<file path="src/logic/sar_adc_pkg.sv">
package sar_adc_pkg;

   // ----------------------------------------------------------------
   // timing
   // ----------------------------------------------------------------
   localparam int unsigned CLK_PERIOD_NS  = 40;
   localparam int unsigned BIT_TIME_NS    = 4000;
   localparam int unsigned BIT_CYCLES     = BIT_TIME_NS / CLK_PERIOD_NS;
   localparam logic [3:0]  SAMPLE_PERIODS = 4'h3;
   localparam int unsigned RESULT_W       = 12;
   localparam logic [3:0]  LAST_BIT       = 4'hb;

   // prescaler ratios
   localparam logic [6:0] DIV_BY_16 = 7'h10;
   localparam logic [6:0] DIV_BY_4  = 7'h04;
   localparam logic [6:0] DIV_BY_64 = 7'h40;

   // ----------------------------------------------------------------
   // register map (byte offsets)
   // ----------------------------------------------------------------
   localparam logic [7:0] OFS_INPUT_SELECT = 8'h00;
   localparam logic [7:0] OFS_CONTROL      = 8'h04;
   localparam logic [7:0] OFS_OFFSET_CAL   = 8'h08;
   localparam logic [7:0] OFS_RESULT_BYTE  = 8'h0c;
   localparam logic [7:0] OFS_RESULT_HIGH  = 8'h10;
   localparam logic [7:0] OFS_RESULT_LOW   = 8'h14;
   localparam logic [7:0] OFS_STATUS       = 8'h18;
   localparam logic [7:0] OFS_IRQ_MASK     = 8'h1c;

   // field positions
   localparam int unsigned CTL_REF_BIT   = 7;
   localparam int unsigned CTL_RATE_HI   = 6;
   localparam int unsigned CTL_RATE_LO   = 5;
   localparam int unsigned CTL_RUN_BIT   = 4;
   localparam int unsigned CTL_PWR_BIT   = 3;
   localparam int unsigned CTL_CH_HI     = 1;
   localparam int unsigned CTL_CH_LO     = 0;
   localparam int unsigned CAL_EN_BIT    = 7;
   localparam int unsigned CAL_POS_BIT   = 6;
   localparam int unsigned CAL_MAG_HI    = 5;
   localparam int unsigned CAL_MAG_LO    = 3;
   localparam int unsigned ST_DONE_BIT   = 5;
   localparam int unsigned ST_WAKE_BIT   = 3;
   localparam int unsigned MASK_IRQ_BIT  = 3;
   localparam int unsigned SEL_PINS_HI   = 3;

   // reset values
   localparam logic [3:0] INPUT_SELECT_RESET = 4'h0;
   localparam logic [1:0] CHANNEL_RESET      = 2'h0;
   localparam logic [2:0] OFFSET_MAG_RESET   = 3'h0;
   localparam logic [7:0] RESULT_RESET       = 8'h00;

   localparam logic [11:0] CONV_IRQ_VECTOR = 12'h00c;
   localparam logic [1:0]  HTRANS_NONSEQ   = 2'h2;
   localparam logic [2:0]  HSIZE_WORD      = 3'h2;

   typedef enum logic [1:0] {
      RATE_DIV16 = 2'b00,
      RATE_DIV4  = 2'b01,
      RATE_DIV64 = 2'b10,
      RATE_RING  = 2'b11
   } rate_t;

   typedef enum logic [1:0] {
      ST_IDLE    = 2'b00,
      ST_SAMPLE  = 2'b01,
      ST_CONVERT = 2'b10
   } sar_state_t;

endpackage

</file>
<file path="src/logic/sar_adc_control.sv">
`timescale 1ns/10ps
`default_nettype none
module sar_adc_control (
   input  wire logic                 hclk,
   input  wire logic                 hresetn,
   input  wire logic                 ce,
   input  wire logic                 hsel,
   input  wire logic [31:0]          haddr,
   input  wire logic [1:0]           htrans,
   input  wire logic                 hwrite,
   input  wire logic [2:0]           hsize,
   input  wire logic [31:0]          hwdata,
   input  wire logic                 hready,
   output logic                      hreadyout,
   output logic                      hresp,
   output logic [31:0]               hrdata,
   input  wire logic                 sleep_mode,
   input  wire logic                 global_irq_enable,
   input  wire logic                 timer_clock_select,
   input  wire logic                 ring_osc_in,
   input  wire logic                 comparator_in,
   output logic [3:0]                analog_pin_enable,
   output logic                      reference_source_select,
   output logic                      pin_ref_function,
   output logic                      pin_timer_function,
   output logic                      pin_port_function,
   output logic                      converter_power_on,
   output logic [1:0]                channel_select,
   output sar_adc_pkg::rate_t        conv_clock_rate,
   output logic                      sample_hold,
   output logic [11:0]               dac_code,
   output logic                      wake_request,
   output logic                      conversion_irq,
   output logic                      irq_vector_jump,
   output logic [11:0]               irq_vector
);
   import sar_adc_pkg::*;

   // ----------------------------------------------------------------
   // helpers
   // ----------------------------------------------------------------
   // prescaled clock ticks making one bit period of about 4 us; a single tick, 2.56 us, at divide by 64
   function automatic logic [6:0] ticks_per_bit(input logic [6:0] div);
      logic [6:0] t;
      t = 7'(BIT_CYCLES / int'(div));
      if (t == 7'h0) begin
         t = 7'h1;
      end
      return t;
   endfunction

   // offset correction, saturating at both ends
   function automatic logic [11:0] apply_offset(input logic [11:0] raw,
                                                input logic        en,
                                                input logic        pos,
                                                input logic [2:0]  mag);
      logic [12:0] step;
      logic [12:0] sum;
      step = {9'h0, mag, 1'b0};
      sum  = {1'b0, raw};
      if (!en) begin
         return raw;
      end
      if (pos) begin
         sum = sum + step;
         return sum[12] ? 12'hfff : sum[11:0];
      end
      return (step > sum) ? 12'h000 : 12'(sum - step);
   endfunction

   // ----------------------------------------------------------------
   // state
   // ----------------------------------------------------------------
   logic [3:0]  in_sel_q, in_sel_d;
   logic        ref_q, ref_d;
   rate_t       rate_q, rate_d;
   logic        run_q, run_d;
   logic        pwr_q, pwr_d;
   logic [1:0]  ch_q, ch_d;
   logic        cal_en_q, cal_en_d;
   logic        cal_pos_q, cal_pos_d;
   logic [2:0]  cal_mag_q, cal_mag_d;
   logic        done_q, done_d;
   logic        wake_en_q, wake_en_d;
   logic        irq_en_q, irq_en_d;
   logic [7:0]  res_byte_q, res_byte_d;
   logic [7:0]  res_hi_q, res_hi_d;
   logic [7:0]  res_lo_q, res_lo_d;
   logic        wake_q, wake_d;
   logic        ap_wr_q, ap_wr_d;
   logic        rd_pend_q, rd_pend_d;
   logic [7:0]  ap_addr_q, ap_addr_d;
   logic [31:0] hrdata_q, hrdata_d;
   logic        ring_meta_q, ring_sync_q, ring_prev_q;
   logic        comp_meta_q, comp_sync_q;
   logic [6:0]  pre_cnt_q, pre_cnt_d;
   logic [6:0]  tick_cnt_q, tick_cnt_d;
   logic        ap_take;
   logic        start;
   logic        abort;
   logic        bit_tick;
   logic        ring_edge;
   logic        eng_busy;
   logic        eng_done;
   logic [11:0] eng_result;
   logic [11:0] corrected;
   logic [6:0]  div;
   logic [31:0] rd_mux;
   logic [7:0]  wbyte;

   // ----------------------------------------------------------------
   // pin synchronisers
   // ----------------------------------------------------------------
   // ring oscillator and comparator come from outside this clock
   always_ff @(posedge hclk or negedge hresetn) begin
      if (!hresetn) begin
         ring_meta_q <= 1'b0;
         ring_sync_q <= 1'b0;
         ring_prev_q <= 1'b0;
         comp_meta_q <= 1'b0;
         comp_sync_q <= 1'b0;
      end else if (ce) begin
         ring_meta_q <= ring_osc_in;
         ring_sync_q <= ring_meta_q;
         ring_prev_q <= ring_sync_q;
         comp_meta_q <= comparator_in;
         comp_sync_q <= comp_meta_q;
      end
   end

   assign ring_edge = ring_sync_q & ~ring_prev_q;

   // ----------------------------------------------------------------
   // conversion clock
   // ----------------------------------------------------------------
   // divider select per rate field
   always_comb begin
      case (rate_q)
         RATE_DIV16: div = DIV_BY_16;
         RATE_DIV4:  div = DIV_BY_4;
         RATE_DIV64: div = DIV_BY_64;
         default:    div = DIV_BY_16;
      endcase
   end

   // prescaler and bit-period counter, restarted with each conversion
   always_comb begin
      pre_cnt_d  = pre_cnt_q;
      tick_cnt_d = tick_cnt_q;
      bit_tick   = 1'b0;
      if (start || !eng_busy) begin
         pre_cnt_d  = 7'h0;
         tick_cnt_d = 7'h0;
      end else if (rate_q == RATE_RING) begin
         bit_tick = ring_edge;
      end else if (pre_cnt_q == div - 7'h1) begin
         pre_cnt_d = 7'h0;
         if (tick_cnt_q == ticks_per_bit(div) - 7'h1) begin
            tick_cnt_d = 7'h0;
            bit_tick   = 1'b1;
         end else begin
            tick_cnt_d = tick_cnt_q + 7'h1;
         end
      end else begin
         pre_cnt_d = pre_cnt_q + 7'h1;
      end
   end

   // prescaler registers
   always_ff @(posedge hclk or negedge hresetn) begin
      if (!hresetn) begin
         pre_cnt_q  <= 7'h0;
         tick_cnt_q <= 7'h0;
      end else if (ce) begin
         pre_cnt_q  <= pre_cnt_d;
         tick_cnt_q <= tick_cnt_d;
      end
   end

   // ----------------------------------------------------------------
   // successive approximation core
   // ----------------------------------------------------------------
   sar_engine u_engine (
      .hclk       (hclk),
      .hresetn    (hresetn),
      .ce         (ce),
      .start      (start),
      .abort      (abort),
      .bit_tick   (bit_tick),
      .comp_above (comp_sync_q),
      .busy       (eng_busy),
      .sampling   (sample_hold),
      .done       (eng_done),
      .result     (eng_result),
      .dac_code   (dac_code)
   );

   assign corrected = apply_offset(eng_result, cal_en_q,
                                   cal_pos_q, cal_mag_q);
   assign abort     = eng_busy & ~pwr_q;

   // ----------------------------------------------------------------
   // bus slave
   // ----------------------------------------------------------------
   assign ap_take = hsel & hready & (htrans == HTRANS_NONSEQ) & (hsize == HSIZE_WORD);
   assign wbyte   = hwdata[7:0];

   // register read mux
   always_comb begin
      rd_mux = '0;
      case (ap_addr_q)
         OFS_INPUT_SELECT: rd_mux[SEL_PINS_HI:0] = in_sel_q;
         OFS_CONTROL: begin
            rd_mux[CTL_REF_BIT]           = ref_q;
            rd_mux[CTL_RATE_HI:CTL_RATE_LO] = rate_q;
            rd_mux[CTL_RUN_BIT]           = run_q;
            rd_mux[CTL_PWR_BIT]           = pwr_q;
            rd_mux[CTL_CH_HI:CTL_CH_LO]   = ch_q;
         end
         OFS_OFFSET_CAL: begin
            rd_mux[CAL_EN_BIT]            = cal_en_q;
            rd_mux[CAL_POS_BIT]           = cal_pos_q;
            rd_mux[CAL_MAG_HI:CAL_MAG_LO] = cal_mag_q;
         end
         OFS_RESULT_BYTE: rd_mux[7:0] = res_byte_q;
         OFS_RESULT_HIGH: rd_mux[7:0] = res_hi_q;
         OFS_RESULT_LOW:  rd_mux[7:0] = res_lo_q;
         OFS_STATUS: begin
            rd_mux[ST_DONE_BIT] = done_q;
            rd_mux[ST_WAKE_BIT] = wake_en_q;
         end
         OFS_IRQ_MASK: rd_mux[MASK_IRQ_BIT] = irq_en_q;
         default: rd_mux = '0;
      endcase
   end

   // address phase capture; reads take one wait state
   always_comb begin
      ap_wr_d   = 1'b0;
      rd_pend_d = 1'b0;
      ap_addr_d = ap_addr_q;
      hrdata_d  = hrdata_q;
      if (rd_pend_q) begin
         hrdata_d = rd_mux;
      end
      if (ap_take) begin
         ap_addr_d = haddr[7:0];
         ap_wr_d   = hwrite;
         rd_pend_d = ~hwrite;
      end
   end

   // bus registers
   always_ff @(posedge hclk or negedge hresetn) begin
      if (!hresetn) begin
         ap_wr_q   <= 1'b0;
         rd_pend_q <= 1'b0;
         ap_addr_q <= 8'h00;
         hrdata_q  <= '0;
      end else if (ce) begin
         ap_wr_q   <= ap_wr_d;
         rd_pend_q <= rd_pend_d;
         ap_addr_q <= ap_addr_d;
         hrdata_q  <= hrdata_d;
      end
   end

   assign hreadyout = ~rd_pend_q;
   assign hresp     = 1'b0;
   assign hrdata    = hrdata_q;

   // ----------------------------------------------------------------
   // control registers
   // ----------------------------------------------------------------
   assign start = ap_wr_q && (ap_addr_q == OFS_CONTROL) && wbyte[CTL_RUN_BIT]
                  && !run_q && wbyte[CTL_PWR_BIT];

   // register writes and hardware updates
   always_comb begin
      in_sel_d   = in_sel_q;
      ref_d      = ref_q;
      rate_d     = rate_q;
      run_d      = run_q;
      pwr_d      = pwr_q;
      ch_d       = ch_q;
      cal_en_d   = cal_en_q;
      cal_pos_d  = cal_pos_q;
      cal_mag_d  = cal_mag_q;
      done_d     = done_q;
      wake_en_d  = wake_en_q;
      irq_en_d   = irq_en_q;
      res_byte_d = res_byte_q;
      res_hi_d   = res_hi_q;
      res_lo_d   = res_lo_q;
      wake_d     = 1'b0;
      if (ap_wr_q) begin
         case (ap_addr_q)
            OFS_INPUT_SELECT: in_sel_d = wbyte[SEL_PINS_HI:0];
            OFS_CONTROL: begin
               ref_d  = wbyte[CTL_REF_BIT];
               rate_d = rate_t'(wbyte[CTL_RATE_HI:CTL_RATE_LO]);
               pwr_d  = wbyte[CTL_PWR_BIT];
               if (!done_q && !run_q) begin
                  ch_d = wbyte[CTL_CH_HI:CTL_CH_LO];
               end
            end
            OFS_OFFSET_CAL: begin
               cal_en_d  = wbyte[CAL_EN_BIT];
               cal_pos_d = wbyte[CAL_POS_BIT];
               cal_mag_d = wbyte[CAL_MAG_HI:CAL_MAG_LO];
            end
            OFS_STATUS: begin
               if (!wbyte[ST_DONE_BIT]) begin
                  done_d = 1'b0;
               end
               wake_en_d = wbyte[ST_WAKE_BIT];
            end
            OFS_IRQ_MASK: irq_en_d = wbyte[MASK_IRQ_BIT];
            default: ;
         endcase
      end
      if (start) begin
         run_d = 1'b1;
      end
      if (abort) begin
         run_d = 1'b0;
      end
      // completion proceeds regardless of sleep; set beats clear
      if (eng_done) begin
         run_d      = 1'b0;
         done_d     = 1'b1;
         res_byte_d = corrected[11:4];
         res_hi_d   = {4'h0, corrected[11:8]};
         res_lo_d   = corrected[7:0];
         if (sleep_mode && wake_en_q && irq_en_q) begin
            wake_d = 1'b1;
         end
         if (sleep_mode && !irq_en_q) begin
            pwr_d = 1'b0;
         end
      end
   end

   // control register flops
   always_ff @(posedge hclk or negedge hresetn) begin
      if (!hresetn) begin
         in_sel_q   <= INPUT_SELECT_RESET;
         ref_q      <= 1'b0;
         rate_q     <= RATE_DIV16;
         run_q      <= 1'b0;
         pwr_q      <= 1'b0;
         ch_q       <= CHANNEL_RESET;
         cal_en_q   <= 1'b0;
         cal_pos_q  <= 1'b0;
         cal_mag_q  <= OFFSET_MAG_RESET;
         done_q     <= 1'b0;
         wake_en_q  <= 1'b0;
         irq_en_q   <= 1'b0;
         res_byte_q <= RESULT_RESET;
         res_hi_q   <= RESULT_RESET;
         res_lo_q   <= RESULT_RESET;
         wake_q     <= 1'b0;
      end else if (ce) begin
         in_sel_q   <= in_sel_d;
         ref_q      <= ref_d;
         rate_q     <= rate_d;
         run_q      <= run_d;
         pwr_q      <= pwr_d;
         ch_q       <= ch_d;
         cal_en_q   <= cal_en_d;
         cal_pos_q  <= cal_pos_d;
         cal_mag_q  <= cal_mag_d;
         done_q     <= done_d;
         wake_en_q  <= wake_en_d;
         irq_en_q   <= irq_en_d;
         res_byte_q <= res_byte_d;
         res_hi_q   <= res_hi_d;
         res_lo_q   <= res_lo_d;
         wake_q     <= wake_d;
      end
   end

   // ----------------------------------------------------------------
   // outputs to pins, analog front end and core
   // ----------------------------------------------------------------
   assign analog_pin_enable       = in_sel_q;
   assign reference_source_select = ref_q;
   assign pin_ref_function        = ref_q;
   assign pin_timer_function      = ~ref_q & timer_clock_select;
   assign pin_port_function       = ~ref_q & ~timer_clock_select;
   assign converter_power_on      = pwr_q;
   assign channel_select          = ch_q;
   assign conv_clock_rate         = rate_q;
   assign wake_request            = wake_q;
   assign irq_vector_jump         = wake_q & global_irq_enable;
   assign conversion_irq          = done_q & irq_en_q;
   assign irq_vector              = CONV_IRQ_VECTOR;
endmodule
`default_nettype wire

</file>
<file path="src/logic/sar_engine.sv">
`timescale 1ns/10ps
`default_nettype none
module sar_engine (
   input  wire logic        hclk,
   input  wire logic        hresetn,
   input  wire logic        ce,
   input  wire logic        start,
   input  wire logic        abort,
   input  wire logic        bit_tick,
   input  wire logic        comp_above,
   output logic             busy,
   output logic             sampling,
   output logic             done,
   output logic [11:0]      result,
   output logic [11:0]      dac_code
);
   import sar_adc_pkg::*;

   sar_state_t  state_q, state_d;
   logic [3:0]  step_q, step_d;
   logic [11:0] code_q, code_d;
   logic [11:0] result_q, result_d;
   logic        done_q, done_d;

   // ----------------------------------------------------------------
   // sample periods, then one decision per bit period, msb first
   // ----------------------------------------------------------------
   always_comb begin
      logic [11:0] kept;
      kept     = code_q;
      state_d  = state_q;
      step_d   = step_q;
      code_d   = code_q;
      result_d = result_q;
      done_d   = 1'b0;
      if (!comp_above) begin
         kept[step_q] = 1'b0;
      end
      case (state_q)
         ST_IDLE: begin
            if (start) begin
               state_d = ST_SAMPLE;
               step_d  = 4'h0;
               code_d  = '0;
            end
         end
         ST_SAMPLE: begin
            if (abort) begin
               state_d = ST_IDLE;
            end else if (bit_tick) begin
               if (step_q == SAMPLE_PERIODS - 4'h1) begin
                  state_d          = ST_CONVERT;
                  step_d           = LAST_BIT;
                  code_d           = '0;
                  code_d[LAST_BIT] = 1'b1;
               end else begin
                  step_d = step_q + 4'h1;
               end
            end
         end
         ST_CONVERT: begin
            if (abort) begin
               state_d = ST_IDLE;
            end else if (bit_tick) begin
               code_d = kept;
               if (step_q == 4'h0) begin
                  result_d = kept;
                  done_d   = 1'b1;
                  state_d  = ST_IDLE;
               end else begin
                  step_d             = step_q - 4'h1;
                  code_d[step_d]     = 1'b1;
               end
            end
         end
         default: state_d = ST_IDLE;
      endcase
   end

   // state registers
   always_ff @(posedge hclk or negedge hresetn) begin
      if (!hresetn) begin
         state_q  <= ST_IDLE;
         step_q   <= 4'h0;
         code_q   <= '0;
         result_q <= '0;
         done_q   <= 1'b0;
      end else if (ce) begin
         state_q  <= state_d;
         step_q   <= step_d;
         code_q   <= code_d;
         result_q <= result_d;
         done_q   <= done_d;
      end
   end

   assign busy     = (state_q != ST_IDLE);
   assign sampling = (state_q == ST_SAMPLE);
   assign done     = done_q;
   assign result   = result_q;
   assign dac_code = code_q;
endmodule
`default_nettype wire

</file>
<file path="config.mk">
export PLATFORM = sky130hd
export DESIGN_NAME = sar_adc_control
export DESIGN_NICKNAME = d
export VERILOG_FILES = /design/src/logic/sar_adc_pkg.sv /design/src/logic/sar_adc_control.sv /design/src/logic/sar_engine.sv
export SDC_FILE = /design/constraint.sdc
export NUM_CORES = 1
export LEC_CHECK = 0
export ABC_AREA = 1
export CORE_MARGIN = 5
export CORE_UTILIZATION = 49
export CTS_BUF_LIST = sky130_fd_sc_hd__clkbuf_8
export DETAILED_ROUTE_END_ITERATION = 8
export DONT_BUFFER_PORTS = 1
export GPL_ROUTABILITY_DRIVEN = 0
export PLACE_DENSITY = 0.71
export SLEW_MARGIN = 5
export SYNTH_ARGS = -nofsm -noshare
export SYNTH_HDL_FRONTEND = slang
export SYNTH_SLANG_ARGS = --single-unit
export TNS_END_PERCENT = 10
</file>
<file path="constraint.sdc">
create_clock -name hclk -period 8.77 [get_ports hclk]
set_input_delay 1.3155 -clock hclk [delete_from_list [all_inputs] [get_ports hclk]]
set_output_delay 1.3155 -clock hclk [all_outputs]
set_load 0.05 [all_outputs]
</file>
=== Word level (Yosys, flattened, before mapping) ===
Index checks and enable logic that the tools add are counted.

* Add/sub/neg operators: 8
* Divide/modulo/power cells: 1
* Order comparisons: 5
* Equal/unequal tests: 30
* Mux-type cells: 80
* Bitwise logic cells: 19
* Reductions and logical operators: 42

{| class="wikitable"
|+ Operators with widths
! operator !! count
|-
| $mux W12 || 14
|-
| $mux W7 || 11
|-
| $pmux W12 S3 || 1
|-
| $div A7 B7 Y32 const A || 1
|-
| $eq A8 B5 Y1 const B || 4
|-
| $mux W4 || 7
|-
| $mux W1 || 27
|-
| $mux W13 || 2
|-
| $reduce_and A3 Y1 || 6
|-
| $eq A8 B4 Y1 const B || 2
|-
| $reduce_and A8 Y1 || 2
|-
| $add A7 B1 Y7 const B || 2
|-
| $eq A7 B7 Y1 || 2
|-
| $mux W2 || 7
|-
| $pmux W7 S2 || 1
|-
| $sub A7 B1 Y7 const B || 2
|-
| $add A12 B4 Y13 || 1
|-
| $gt A4 B13 Y1 || 1
|-
| $and A12 B12 Y12 || 1
|-
| $ne A2 B2 Y1 const B || 6
|-
| $not A12 Y12 || 1
|-
| $or A12 B12 Y12 || 1
|-
| $pmux W4 S3 || 1
|-
| $sub A12 B4 Y12 || 1
|-
| other kinds (35) || 81
|}

* Register bits: 108
* Input port bits: 80
* Output and inout port bits: 75
* Word-level logic and storage cells: 217

=== Depth between registers and ports, before layout ===
* Depth in word-level cells: 17
* Depth in mapped cells: 20
* Gate-level depth less buffers: 19

=== Hierarchy ===
A second synthesis with hierarchy kept.

* Cell total of the unflattened synthesis: 891
* Area total of the unflattened synthesis: 6697.7 sq um

{| class="wikitable"
|+ Modules (own cells, without submodules)
! module !! instances !! cells an instance !! area each (sq um) !! seq. area each (sq um)
|-
| sar_adc_control || 1 || 653 || 4803.4 || 1726.7
|-
| sar_engine || 1 || 238 || 1894.3 || 775.7
|}

=== Worst setup path before layout ===
Ideal clock, no wire load.

* Path type: input -> output
* Start: in timer_clock_select
* End: out pin_timer_function
* Data arrival time: 1.982 ns
* Data required time: 7.455 ns
* Path slack: 5.473 ns
* Stages: 2
* Path buffers: 0
* Cells stage by stage: inv_1 -> nor2_1

* Longest elaborated chain between the ends: 1

{| class="wikitable"
|+ Ends and longest elaborated chain
! what !! RTL line !! RTL
|-
| start: declaration || sar_adc_control.sv:19 || <nowiki>input wire logic timer_clock_select,</nowiki>
|-
| $and A1 B1 Y1 || sar_adc_control.sv:389 || <nowiki>assign pin_timer_function = ~ref_q & timer_clock_select;</nowiki>
|-
| end: declaration || sar_adc_control.sv:25 || <nowiki>output logic pin_timer_function,</nowiki>
|}

No other way between the ends.

=== Worst setup path in the final report ===
* Start: reg cal_pos_q
* End: reg res_byte_q[7]

* Longest elaborated chain between the ends: 6
* Elaborated cells between the ends (all ways): 10
* Classes of those cells: add/sub (1); order compare (1); mux (8)

{| class="wikitable"
|+ Ends and longest elaborated chain
! what !! RTL line !! RTL
|-
| start: declaration || sar_adc_control.sv:81 || <nowiki>logic cal_pos_q, cal_pos_d;</nowiki>
|-
| start signal: assignment || sar_adc_control.sv:371 || <nowiki>cal_pos_q <= cal_pos_d;</nowiki>
|-
| $mux W13 (2 in a row) || sar_adc_control.sv:64 || <nowiki>if (pos) begin</nowiki>
|-
| $sub A12 B4 Y12 / $gt A4 B13 Y1 (equally long branches) || sar_adc_control.sv:68 || <nowiki>return (step > sum) ? 12'h000 : 12'(sum - step);</nowiki>
|-
| $mux W12 || sar_adc_control.sv:68 ||
|-
| $mux W12 * || sar_adc_control.sv:68 ||
|-
| $mux W12 * || sar_adc_control.sv:64 ||
|-
| end signal: assignment || sar_adc_control.sv:376 || <nowiki>res_byte_q <= res_byte_d;</nowiki>
|-
| end: declaration || sar_adc_control.sv:86 || <nowiki>logic [7:0] res_byte_q, res_byte_d;</nowiki>
|}

Mark *: on every way between the ends. The rest lies on a longest branch, timed or not. The select of a mux whose other input is x is not followed.
A chain may end at the register's enable or synchronous reset.

==> impl_metrics.csv <==
group,metric,value,unit
placed_design,place_area,6790,sq um
final_layout,fin_area,7010,sq um
logic_synthesis,netlist_area,6830,sq um
cts,clock_path_buffers,2,
timing,slew_headroom,40.5,%
routing,route.antenna.remaining_nets,0,
critical_path,worstSetupPathDepth,13,
cts,hold_buffers,0,
logic_synthesis,syn_area_per_cell,7.51,sq um
global_route,grt_usage,20.0,%
logic_synthesis,synth.most_common_cell,"nand2_1",
routing,wl,16000,um
global_route,grt_pass1_vias,5366,
logic_synthesis,synth_top_area_share,36.6,%
final_layout,diodes,0,
timing,fmax,256,MHz
cts,numCtsBuffers,9,
floorplanning,dieWidth,128,um
final_layout,syn_to_final_growth,2.58,%
logic_synthesis,ys_async_sr_fraction,100,%
routing,wl_per_cell,14.8,um
cts,cts.sinks,100,
critical_path,max_stage_delay,0.90,ns
timing,min_period,3.91,ns
critical_path,end_kind,"register",
worst_hold_path,min-delay-path-class,"register to register",
critical_path,worstPathArrival,4.21,ns
cts,cts_resized,0,
timing,fin_ws,4.86,ns
floorplanning,std_cell_rows,43,
routing,drt_iter0_drc,431,
critical_path,worstSetupPathType,"register to register",
global_route,grt_pass1_wl,26700,um
routing,firstDrtPassIters,7,
global_route,grt_max_degree,101,
logic_synthesis,synthCells,910,
logic_synthesis,ys_warn_count,0,
global_route,antenna_found_initial,0,
critical_path,path_cells,"clkinv_1 -> or2_2 -> o21ai_0 -> inv_1 -> ha_1 -> nand2_1 -> nor3_1 -> o21a_1 -> nand4_2 -> nand3_2 -> nand2_1 -> nand2_1 -> nand2_1",
cts,clk_pin_slew_worst_paths,0.11,ns
logic_synthesis,synth_area_leaders,"dfrtp_1 (37%), nand2_1 (11%), inv_1 (5.8%), buf_4 (4.6%), nor2_1 (4.3%)",
run_status,status,"complete, no violations",
critical_path,cp.required,9.06,ns
placed_design,hpwl,12000,um
logic_synthesis,synth_area_leader_cell,"dfrtp_1",
critical_path,crit_top_cell,"nand2_1",
routing,drc,0,
power_and_ir_drop,power_density,125,nW/um^2
critical_path,slowest_stage,"dfrtp_1",
critical_path,path_buf_inv,2,
cts,h-tree-depth,3,
critical_path,worst-r2r-cell-count,13,
floorplanning,chipHeight,128,um
logic_synthesis,ys_seq_area_share,36.6,%
power_and_ir_drop,peakVddDrop,0.0976,mV
timing,timing_max_transition_violations_final,0,
cts,insertion_delay,0.39,ns
timing,tightest_slew,0.889,ns
timing,rsz0062_at_grt,"no",
floorplanning,die_area,16400,sq um
routing,vias,5728,
placed_design,dpl.cell_count,1067,
logic_synthesis,ys_types,57,
final_layout,fin_nets,1003,
timing,skew,0.0144,ns
logic_synthesis,ys.flop_type,"dfrtp_1",
floorplanning,fp.coreArea,13800,sq um
critical_path,path_delay_family,"simple AND/OR/NAND/NOR gates",
timing,hold_viol,0,
logic_synthesis,yosys-top-cells-count,"nand2_1 (205), inv_1 (106), dfrtp_1 (100), nor2_1 (79), o21ai_0 (59)",
run,cap_violations,0,
timing,setup_viol,0,
timing,fin_crit_sh,44.6,%
logic_synthesis,synth_edf_count,0,
global_route,gr-total-overflow,0,
logic_synthesis,synth_seq_cells,100,
power_and_ir_drop,p_leak,0.00334,uW
critical_path,critPathMaxFanout,21,
final_layout,utilization,50.9,%
critical_path,crit_path_start_kind,"register",
worst_hold_path,hold_depth,2,
placed_design,preCtsSetupSlack,4.93,ns
final_layout,final_cells,1083,
final_layout,fillers,1384,
cts,post-cts-setup-buffers,0,
cts,cts.root.buffer_cell,"clkbuf_8",
cts,cts_tree,"yes",
floorplanning,start_util,49.6,%
timing,fin_tns_setup,0,ns
placed_design,io_buffers,0,
routing,avgViaCountPerCell,5.29,
floorplanning,ios,155,
final_layout,drive_gt1_share,11.2,%
## worst min-delay path: stages, from the launching register on
cell and delay, ns:
dfrtp_1 0.35, nand2_1 0.05, nand2_1 0.05
## layout by cell type, fill, tap and decap left out, drive strengths merged, types with 2 or more instances in the layout
cell type	n
o21ai	73
xor2	6
a22oi	5
a221oi	6
nand3b	7
dfrtp	100
o221ai	2
nand3	69
o2111ai	3
o22ai	11
xnor2	4
inv	116
a211oi	3
conb	37
ha	23
a21oi	48
clkbuf	9
nand2	237
fa	2
clkinv	4
nor2	93
nor3	12
a31oi	6
mux2	5
nand4	9
## flip-flops by register name (all words and copies together) (netlist names), 2 cells and up
register           count
ap_addr_q              8
res_lo_q               4
analog_pin_enable      4
u_engine.result       12
hrdata                 8
pre_cnt_q              7
conv_clock_rate        2
tick_cnt_q             7
cal_mag_q              3
res_byte_q             8
u_engine.step_q        4
u_engine.state_q       2
u_engine.dac_code     12
channel_select         2
## logic make-up (layout without fill, tap and decap cells)
family	after synthesis	count (layout)	share of synthesized area, %
xor+xnor	10	10	1.28
fa+ha+maj	25	25	4.80
mux	6	6	0.970
simple gates	431	431	30.0
flops	100	100	36.6
buf+inv	173	131	12.3
compound gates	163	163	14.0
other cells	2	37	0.110
## layout make-up
type                            count  area, sq um  share of cell area (%)
Tap cell                          180          225                    3.21
Sequential cell                   100         2500                    35.7
Clock buffer                        9          124                    1.77
Multi-Input combinational cell    672         3620                    51.7
Inverter                          114          430                    6.14
Clock inverter                      7         95.1                    1.36
Timing Repair Buffer                1         7.51                   0.107
## path summary, 6_finish.rpt
check,from,end,slack [ns]
setup / recovery,cal_pos_q$_DFFE_PN0P_,res_byte_q[7]$_DFFE_PN0P_,4.86
hold / removal,ring_meta_q$_DFFE_PN0P_,ring_sync_q$_DFFE_PN0P_,0.48
setup reg to reg,cal_pos_q$_DFFE_PN0P_,res_byte_q[7]$_DFFE_PN0P_,4.86
hold reg to reg,ring_meta_q$_DFFE_PN0P_,ring_sync_q$_DFFE_PN0P_,0.48
max in group asynchronous,hresetn,u_engine.result[3]$_DFFE_PN0P_,7.99
min in group asynchronous,hresetn,wake_en_q$_DFFE_PN0P_,0.61
## report_power, final
part | total [uW] | internal [uW] | switching [uW]
Combinational | 65.4 | 9.92 | 55.5
Sequential | 487 | 471 | 15.5
Clock | 324 | 140 | 184
Total | 876 | 622 | 255
## metal layers
| metal | wire length (um) | share of wire [%] | vias to the layer above | global-route usage, % |
|---|---|---|---|---|
| met5 | 0 | 0 | - | 0 |
| met4 | 322 | 2.0 | 0 | 6.43 |
| met3 | 1000 | 6.3 | 26 | 4.54 |
| met2 | 7580 | 47 | 169 | 32.2 |
| met1 | 7090 | 44 | 2665 | 26.8 |
| li1 | - | - | 2868 | - |
## through the flow
| stage | total power [uW] | hold WS (ns) |
|---|---|---|
| detailed placement | 561 | 0.459 |
| global placement | 560 | 0.453 |
| global route | 905 | 0.518 |
| finish | 876 | 0.480 |
| CTS | 886 | 0.485 |
| floorplan | 568 | 0.442 |
Power figures use the tool's default switching activity.
